<file path="src/hw/bus_matrix_map.svh">
// address map and reset values for the bus matrix with its error monitor
// assumes a 32-bit flat address space shared by both masters
`ifndef BUS_MATRIX_MAP_SVH
`define BUS_MATRIX_MAP_SVH

// slave areas: base and mask of a power-of-two window each
`define CODE_FLASH_BASE 32'h0000_0000
`define CODE_FLASH_MASK 32'hfff0_0000
`define SRAM_BASE 32'h2000_0000
`define SRAM_MASK 32'hffff_0000
`define SYSCTL_BASE 32'h4001_0000
`define SYSCTL_MASK 32'hffff_0000
`define PERIPH_BASE 32'h4004_0000
`define PERIPH_MASK 32'hfffc_0000
`define ENTROPY_BASE 32'h400d_0000
`define ENTROPY_MASK 32'hffff_0000
`define FLASHPE_BASE 32'h4010_0000
`define FLASHPE_MASK 32'hfff0_0000

// fault records after reset
`define FAULT_ADDR_RESET 32'h0000_0000
`define FAULT_STAT_RESET 1'b0

// slave port count
`define SLAVE_COUNT 6

`endif

</file>
<file path="src/hw/bus_matrix_pkg.sv">
// types shared by the bus matrix files
// assumes AHB-Lite signalling on every master and slave port
package bus_matrix_pkg;
	// request phase of one AHB-Lite port
	typedef struct packed {
		logic [31:0] haddr;
		logic [1:0] htrans;
		logic hwrite;
		logic [2:0] hsize;
		logic [31:0] hwdata;
	} ahb_req_s;

	// response of one AHB-Lite port
	typedef struct packed {
		logic [31:0] hrdata;
		logic hready;
		logic hresp;
	} ahb_rsp_s;

	// slave port index
	typedef enum logic [2:0] {
		SLV_CODE = 3'h0,
		SLV_SRAM = 3'h1,
		SLV_SYSCTL = 3'h2,
		SLV_PERIPH = 3'h3,
		SLV_ENTROPY = 3'h4,
		SLV_FLASHPE = 3'h5,
		SLV_NONE = 3'h7
	} slave_e;

	// processor error response sequence
	typedef enum logic [1:0] {
		ERR_IDLE = 2'b00,
		ERR_FIRST = 2'b01,
		ERR_SECOND = 2'b11
	} err_state_e;
endpackage

</file>
<file path="src/hw/fault_record.sv">
// holds the fault address and fault flag of one bus master
// assumes capture is a one-cycle pulse; only reset empties the record
`timescale 1ns/1ps
`include "bus_matrix_map.svh"

module fault_record
	import bus_matrix_pkg::*;
(
	// clock and reset
	input wire logic clock,
	input wire logic rst,
	// capture strobe and address
	input wire logic capture,
	input wire logic [31:0] faultAddr,
	// stored record
	output logic [31:0] masterFaultAddress,
	output logic masterFaultStatus
);
	// only the first fault is kept, so the log points at the root cause
	always_ff @(posedge clock or posedge rst) begin
		if (rst) begin
			masterFaultAddress <= `FAULT_ADDR_RESET;
			masterFaultStatus <= `FAULT_STAT_RESET;
		end else if (capture && !masterFaultStatus) begin
			masterFaultAddress <= faultAddr;
			masterFaultStatus <= 1'b1;
		end
	end
endmodule // fault_record

</file>
<file path="src/hw/bus_matrix.sv">
// What this block does
// - two masters, processor and transfer controller, reach memory and peripherals
// - separate slave ports: code flash, primary_sram, four peripheral buses
// - memory space is little-endian; bytes pass unswapped
// - each slave area is checked independently on every access
// - an access to no legal area is a bus error
// - processor errors return the two-cycle AHB-Lite ERROR response
// - an erroneous access is not forwarded to any slave
// - each master keeps its own fault address and status record
// - fault records clear only on reset, never by writes
// - transfer controller never sees an error response
//
// bus matrix for two AHB-Lite masters and six slave ports, with error logging
// assumes one clock; the processor has fixed priority over the transfer
// controller; slaves are AHB-Lite and answer with hreadyout
`timescale 1ns/1ps
`include "bus_matrix_map.svh"

module bus_matrix
	import bus_matrix_pkg::*;
#(
	parameter int SLAVES = `SLAVE_COUNT
)
(
	// clock and reset
	input wire logic clock,
	input wire logic rst,
	// processor system bus
	input wire ahb_req_s cpuReq,
	output ahb_rsp_s cpuRsp,
	// transfer controller bus
	input wire ahb_req_s transferControllerReq,
	output ahb_rsp_s transferControllerRsp,
	// slave ports: code, primary_sram, sysctl, periph, entropy_source, flash p/e
	output ahb_req_s [SLAVES-1:0] slaveReq,
	output logic [SLAVES-1:0] slaveSel,
	input wire ahb_rsp_s [SLAVES-1:0] slaveRsp,
	// per-master fault records
	output logic [31:0] cpuFaultAddress,
	output logic cpuFaultStatus,
	output logic [31:0] transferControllerFaultAddress,
	output logic transferControllerFaultStatus
);
	// area decode, shared by both masters
	function automatic slave_e decodeArea(input logic [31:0] a);
		slave_e s;
		s = SLV_NONE;
		if ((a & `CODE_FLASH_MASK) == `CODE_FLASH_BASE) s = SLV_CODE;
		if ((a & `SRAM_MASK) == `SRAM_BASE) s = SLV_SRAM;
		if ((a & `SYSCTL_MASK) == `SYSCTL_BASE) s = SLV_SYSCTL;
		if ((a & `PERIPH_MASK) == `PERIPH_BASE) s = SLV_PERIPH;
		if ((a & `ENTROPY_MASK) == `ENTROPY_BASE) s = SLV_ENTROPY;
		if ((a & `FLASHPE_MASK) == `FLASHPE_BASE) s = SLV_FLASHPE;
		return s;
	endfunction

	function automatic logic isActive(input logic [1:0] t);
		return t[1]; // nonseq or seq
	endfunction

	// current address phase
	logic cpuValid, dtcValid;
	slave_e cpuArea, dtcArea;
	logic cpuBad, dtcBad;
	logic grantCpu, grantDtc;
	logic dataBusy;

	// data phase state
	logic dataCpu_q, dataDtc_q;
	slave_e dataArea_q;
	err_state_e errState_q;
	// transfer controller request held while the processor or a stalled data phase blocks it
	logic dtcPending_q;
	ahb_req_s dtcHeld_q;
	ahb_req_s dtcCur;

	assign cpuValid = isActive(cpuReq.htrans);
	assign dtcCur = dtcPending_q ? dtcHeld_q : transferControllerReq;
	assign dtcValid = dtcPending_q || isActive(transferControllerReq.htrans);
	assign cpuArea = decodeArea(cpuReq.haddr);
	assign dtcArea = decodeArea(dtcCur.haddr);
	assign cpuBad = cpuValid && (cpuArea == SLV_NONE);
	assign dtcBad = dtcValid && (dtcArea == SLV_NONE);

	// a slave data phase still running blocks new address phases
	logic slaveReady;
	assign slaveReady = (dataArea_q == SLV_NONE) ? 1'b1
		: slaveRsp[dataArea_q].hready;
	assign dataBusy = ((dataCpu_q || dataDtc_q) && !slaveReady)
		|| (errState_q == ERR_FIRST);

	// processor has priority; hazard: the controller waits, never drops
	assign grantCpu = cpuValid && !dataBusy;
	assign grantDtc = dtcValid && !dataBusy && !cpuValid;

	// latch a controller request that loses arbitration
	always_ff @(posedge clock or posedge rst) begin
		if (rst) begin
			dtcPending_q <= 1'b0;
			dtcHeld_q <= '0;
		end else if (grantDtc) begin
			dtcPending_q <= 1'b0;
		end else if (!dtcPending_q && isActive(transferControllerReq.htrans)) begin
			dtcPending_q <= 1'b1;
			dtcHeld_q <= transferControllerReq;
		end
	end

	// data phase ownership and target
	always_ff @(posedge clock or posedge rst) begin
		if (rst) begin
			dataCpu_q <= 1'b0;
			dataDtc_q <= 1'b0;
			dataArea_q <= SLV_NONE;
		end else if (!dataBusy) begin
			dataCpu_q <= grantCpu;
			dataDtc_q <= grantDtc;
			dataArea_q <= grantCpu ? cpuArea : (grantDtc ? dtcArea : SLV_NONE);
		end
	end

	// two-cycle error answer for the processor only
	always_ff @(posedge clock or posedge rst) begin
		if (rst) begin
			errState_q <= ERR_IDLE;
		end else begin
			case (errState_q)
				ERR_IDLE: if (grantCpu && cpuBad) errState_q <= ERR_FIRST;
				ERR_FIRST: errState_q <= ERR_SECOND;
				ERR_SECOND: begin
					if (grantCpu && cpuBad) errState_q <= ERR_FIRST;
					else errState_q <= ERR_IDLE;
				end
				default: errState_q <= ERR_IDLE;
			endcase
		end
	end

	// route address phase; a bad access selects no slave
	always_comb begin
		for (int i = 0; i < SLAVES; i++) begin
			slaveReq[i] = grantCpu ? cpuReq : dtcCur;
			slaveReq[i].hwdata = dataCpu_q ? cpuReq.hwdata
				: transferControllerReq.hwdata;
			slaveSel[i] = (grantCpu && cpuArea == slave_e'(i))
				|| (grantDtc && dtcArea == slave_e'(i));
		end
	end

	// processor answer
	always_comb begin
		cpuRsp.hrdata = (dataCpu_q && dataArea_q != SLV_NONE)
			? slaveRsp[dataArea_q].hrdata : 32'h0000_0000;
		cpuRsp.hresp = (errState_q != ERR_IDLE);
		cpuRsp.hready = (errState_q == ERR_FIRST) ? 1'b0
			: (errState_q == ERR_SECOND) ? 1'b1
			: (dataCpu_q ? slaveReady : 1'b1);
		// a refused processor request must wait, or it would be lost
		if (!dataCpu_q && !grantCpu && cpuValid && errState_q == ERR_IDLE)
			cpuRsp.hready = 1'b0;
	end

	// controller answer: waits on slaves, never an error
	always_comb begin
		transferControllerRsp.hrdata = (dataDtc_q && dataArea_q != SLV_NONE)
			? slaveRsp[dataArea_q].hrdata : 32'h0000_0000;
		transferControllerRsp.hresp = 1'b0;
		transferControllerRsp.hready = dataDtc_q ? slaveReady
			: !dtcPending_q;
	end

	// fault records, one per master
	fault_record cpuRecord (
		.clock(clock),
		.rst(rst),
		.capture(grantCpu && cpuBad),
		.faultAddr(cpuReq.haddr),
		.masterFaultAddress(cpuFaultAddress),
		.masterFaultStatus(cpuFaultStatus)
	);
	fault_record dtcRecord (
		.clock(clock),
		.rst(rst),
		.capture(grantDtc && dtcBad),
		.faultAddr(dtcCur.haddr),
		.masterFaultAddress(transferControllerFaultAddress),
		.masterFaultStatus(transferControllerFaultStatus)
	);

	// error response is exactly low-then-high ready with hresp held
	errorTwoCycle_a: assert property (@(posedge clock) disable iff (rst)
		(grantCpu && cpuBad) |=> (cpuRsp.hresp && !cpuRsp.hready)
		##1 (cpuRsp.hresp && cpuRsp.hready))
		else $error("processor error response not two cycles");

	dtcNoError_a: assert property (@(posedge clock) disable iff (rst)
		!transferControllerRsp.hresp)
		else $error("transfer controller got an error response");

	badNoSelect_a: assert property (@(posedge clock) disable iff (rst)
		(grantCpu && cpuBad) |-> (slaveSel == '0))
		else $error("bad access reached a slave");

	faultLogged_a: assert property (@(posedge clock) disable iff (rst)
		(grantCpu && cpuBad && !cpuFaultStatus) |=>
		(cpuFaultStatus && cpuFaultAddress == $past(cpuReq.haddr)))
		else $error("processor fault not logged");

	faultHeld_a: assert property (@(posedge clock) disable iff (rst)
		cpuFaultStatus |=> (cpuFaultStatus && $stable(cpuFaultAddress)))
		else $error("fault record changed without reset");

	dtcLogged_a: assert property (@(posedge clock) disable iff (rst)
		(grantDtc && dtcBad) |=> transferControllerFaultStatus)
		else $error("controller fault not logged");

	goodRouted_a: assert property (@(posedge clock) disable iff (rst)
		(grantCpu && !cpuBad) |-> $onehot(slaveSel))
		else $error("legal access not routed to one slave");

	cpuPriority_a: assert property (@(posedge clock) disable iff (rst)
		(cpuValid && !dataBusy) |-> (grantCpu && !grantDtc))
		else $error("processor lost arbitration");

	// a processor request that is not granted is stalled, not dropped
	cpuRefusedWaits_a: assert property (@(posedge clock) disable iff (rst)
		(cpuValid && !grantCpu && !dataCpu_q && errState_q == ERR_IDLE)
		|-> !cpuRsp.hready)
		else $error("refused processor request not stalled");

	dtcHeld_a: assert property (@(posedge clock) disable iff (rst)
		transferControllerFaultStatus |=> (transferControllerFaultStatus
		&& $stable(transferControllerFaultAddress)))
		else $error("controller fault record changed without reset");
endmodule // bus_matrix

</file>
<file path="config.mk">
export PLATFORM = sky130hd
export DESIGN_NAME = bus_matrix
export DESIGN_NICKNAME = d
export VERILOG_FILES = /design/src/hw/bus_matrix_pkg.sv /design/src/hw/fault_record.sv /design/src/hw/bus_matrix.sv
export VERILOG_INCLUDE_DIRS = /design/src /design/src/hw
export SDC_FILE = /design/constraint.sdc
export NUM_CORES = 1
export LEC_CHECK = 0
export BUFFER_PORTS_ARGS = -buffer_cell sky130_fd_sc_hd__buf_2
export CORE_AREA = 2 2 356 358
export DETAILED_ROUTE_END_ITERATION = 7
export DIE_AREA = 0 0 358 360
export MAX_ROUTING_LAYER = met4
export SLEW_MARGIN = 30
export SYNTH_ARGS = -nofsm -noshare
export SYNTH_HDL_FRONTEND = slang
export SYNTH_SLANG_ARGS = --single-unit
</file>
<file path="constraint.sdc">
create_clock -name clock -period 10.9 [get_ports clock]
set_input_delay 3.27 -clock clock [delete_from_list [all_inputs] [get_ports clock]]
set_output_delay 3.27 -clock clock [all_outputs]
set_load 0.01 [all_outputs]
</file>
==> qor.log <==
INFO  floorplan      io_pins=906
INFO  min_path       worstHoldStart=dtcHeld_q[37]
INFO  finish         layout.filler_cells=14490
INFO  finish         mostFrequentLayoutCell=buf_2
INFO  synthesis      synth.avg_cell_area=9.608um2
INFO  detailed_routing drt_first_iter_violations=672
INFO  detailed_routing post_drt_via_cell_ratio=3.175
INFO  sta            final.setup_skew=0.01775ns
INFO  sta            fin_hold_ws=0.4776ns
INFO  global_route   first_pass_grt_wire_length=92490um
INFO  placement      place_worst_setup_slack=1.409ns
INFO  setup_path     ordered_cell_list_for_the_critical_path=buf_2, mux2_1, a222oi_1, buf_4, a21oi_2, nand2_4, nor2_1, a21oi_1, buf_2
INFO  pwr            p_leak=7.215nW
INFO  clock_network  clock_tree.htree_level_count=3
INFO  clock_network  cts.reportedPaths.clkPinSlew=0.09ns
INFO  clock_network  clock_sink_count=112
INFO  sta            tns=0ns
INFO  finish         area.sequential=2815um2
INFO  detailed_routing detailroute.via_count=10470
INFO  synthesis      synth_edf_count=0
INFO  setup_path     crit_path_top_delay_cell=a21oi_1
INFO  placement      standard_cell_area_after_detailed_placement=14350um2
INFO  synthesis      synth.distinct_cells=66
INFO  setup_path     max_stage_delay=0.77ns
INFO  finish         area_growth_syn_to_layout=40.11%
INFO  sta            finalMaxSlewViolations=0
INFO  min_path       hold_depth=1
INFO  finish         nNetsFinal=1962
INFO  clock_network  post-cts-setup-buffers=0
INFO  placement      placed_cells=3255
INFO  placement      hpwl=66900um
INFO  setup_path     critPathKind=in2out
INFO  detailed_routing ant_nets=0
INFO  synthesis      synth.ff_latch_count=112
INFO  global_route   globalRouteTotalUtil=11.26%
INFO  sta            finalWorstSetupSlack=1.324ns
INFO  floorplan      die_span_y=360um
INFO  sta            slew_headroom=35.37%
INFO  setup_path     crit_path_max_fanout=50
INFO  pwr            pwr_density_cell=257.5nW/um2
INFO  run_status     status=complete, no violations
INFO  synthesis      dominantRegCellSynth=dfrtp_1
INFO  clock_network  clk_root_buffer_cell=clkbuf_16
INFO  setup_path     worst_setup_path_end_kind=primary output
INFO  clock_network  cts_resized=0
INFO  floorplan      fp.coreArea=124900um2
INFO  detailed_routing routedWlPerCell=22.74um
INFO  setup_path     worst_r2r_endpoint=dtcRecord.masterFaultAddress[18]
INFO  floorplan      die-area=128900um2
INFO  sta            timing.final.setup_violations=0
INFO  clock_network  cts_inserted_buffers=9
INFO  setup_path     crit_required=7.63ns
INFO  global_route   antenna_found_initial=75
INFO  sta            timing.fmax=0.1044GHz
INFO  min_path       min-delay-path-class=reg2reg
INFO  placement      port_buffers=898
INFO  sta            setup_repair_after_global_routing_missed_its_margin=false
INFO  finish         finish.instance_area=14730um2
INFO  detailed_routing drt_wl_total=74960um
INFO  sta            worst-slew-pin-transition=0.9694ns
INFO  pwr            vdd_ir_drop_max=155.9uV
INFO  min_path       worst_hold_path.endpoint=dtcHeld_q[37]
INFO  setup_path     ff2ff_path_depth=8
INFO  synthesis      yosysSeqAreaShare=26.70%
INFO  pwr            design_power_total=3.793mW
INFO  sta            report.final.hold_viol_count=0
INFO  setup_path     startpoint_of_the_worst_slack_reg_to_reg_timing_path=dataArea_q[2]
INFO  detailed_routing drt_drc_violations_left=0
INFO  setup_path     timing.critical_path.arrival=6.31ns
INFO  setup_path     worstSetupStartpointType=input port
INFO  sta            period_needed=9.576ns
INFO  detailed_routing drt-pass1-iter-count=5
INFO  finish         drive_gt1_share=67.92%
INFO  sta            final.period_utilization=87.85%
INFO  finish         mostFrequentLayoutCells=buf_2, nor2_1, dfrtp_1
INFO  finish         final_core_util=11.79%
INFO  clock_network  tritoncts=built
INFO  setup_path     ff2ff_setup_slack=6.66ns
INFO  clock_network  holdBufCountCts=0
INFO  clock_network  worstSkewPairLatency=0.41ns
INFO  synthesis      syn-cell-area=10510um2
INFO  floorplan      floorplan.initialDensity=8.414%
INFO  clock_network  cts_max_path_buffers=2
INFO  floorplan      rows=130
INFO  synthesis      netlist_instances=1094
INFO  synthesis      synth-warning-count=0
INFO  finish         instances_no_fill=3297
INFO  global_route   grt_max_degree=68
INFO  floorplan      dieWidth=358um
INFO  synthesis      synth.net_count=1440
INFO  synthesis      postSynth.asyncResetShare=100.0%
INFO  flow_run       max-cap-violations=0
INFO  global_route   grt_pass1_vias=9587
INFO  finish         multiInputGateArea=4669um2
INFO  placement      globalplace.congestion=0.9305
INFO  setup_path     most_repeated_library_cell_on_the_critical_path=buf_2
INFO  global_route   overflow=0
-- power by group --
| group | switching [mW] | total [mW] | internal, mW |
|---|---|---|---|
| registers | 0.159 | 0.754 | 0.594 |
| logic | 1.60 | 2.66 | 1.05 |
| clock network | 0.216 | 0.382 | 0.166 |
| total | 1.98 | 3.79 | 1.81 |
-- Yosys cell counts, drive strengths merged, types with 7 or more instances --
master,number,area (um2)
buf,375,2811
mux2,146,1648
nor2,114,427.9
dfrtp,109,2728
mux2i,61,610.6
inv,40,150.1
a21oi,37,188.9
a22oi,33,247.7
clkbuf,32,120.1
mux4,32,720.7
nand2,12,47.55
nand3,7,40.04
o21ai,7,35.03
-- cells by family (layout without fill, tap and decap cells) --
kind of cell | Yosys count | after routing | share of synthesized area [%]
compound gates | 108 | 108 | 7.142
xor+xnor | 1 | 1 | 0.08334
fa+ha+maj | 1 | 1 | 0.09523
buf+inv | 447 | 974 | 29.32
flops | 112 | 112 | 26.70
mux | 239 | 239 | 28.34
other cells | 1 | 27 | 0.03568
simple gates | 185 | 185 | 8.285
-- worst max-delay path: cells and delay by family --
family	cells	cell delay (ns)
simple gates	2	0.65
compound gates	3	1.24
buf+inv	3	0.71
mux	1	0.29
-- layer usage --
metal | vias to the layer above | global-route usage [%] | part of all wire [%]
li1 | 4502 | - | -
met4 | 0 | 3.150 | 2.5
met2 | 728 | 19.51 | 50
met1 | 5134 | 12.71 | 40
met5 | - | - | 0
met3 | 103 | 2.854 | 7.7
-- layout make-up --
cell class	instances	area share [%]
Multi-Input combinational cell	535	31.70
Timing Repair Buffer	918	31.56
Sequential cell	112	19.11
Tap cell	1650	14.02
Clock buffer	9	1.529
Inverter	40	1.053
Clock inverter	7	0.5777
Antenna cell	26	0.4418
-- flip-flops by register name, indices dropped and copies added, names as in the netlist --
register / cells
errState_q: 2
dtcRecord.masterFaultAddress: 32
dataArea_q: 3
dtcRecord.masterFaultStatus: 1
dtcHeld_q: 38
cpuRecord.masterFaultAddress: 32
dtcPending_q: 1
dataDtc_q: 1
cpuRecord.masterFaultStatus: 1
dataCpu_q: 1
-- worst max path at each step --
stage	startpoint	depth (start not counted)	to	slack, ns
after floorplan	slaveRsp[103]	8	slaveReq[110]	2.17
after global placement	slaveRsp[103]	9	slaveReq[62]	1.48
after detailed placement	slaveRsp[103]	9	slaveReq[62]	1.41
after CTS	slaveRsp[103]	9	slaveReq[62]	1.40
after global routing	slaveRsp[103]	9	slaveReq[62]	1.24
final	slaveRsp[103]	9	slaveReq[62]	1.32
Power figures use the tool's default switching activity.
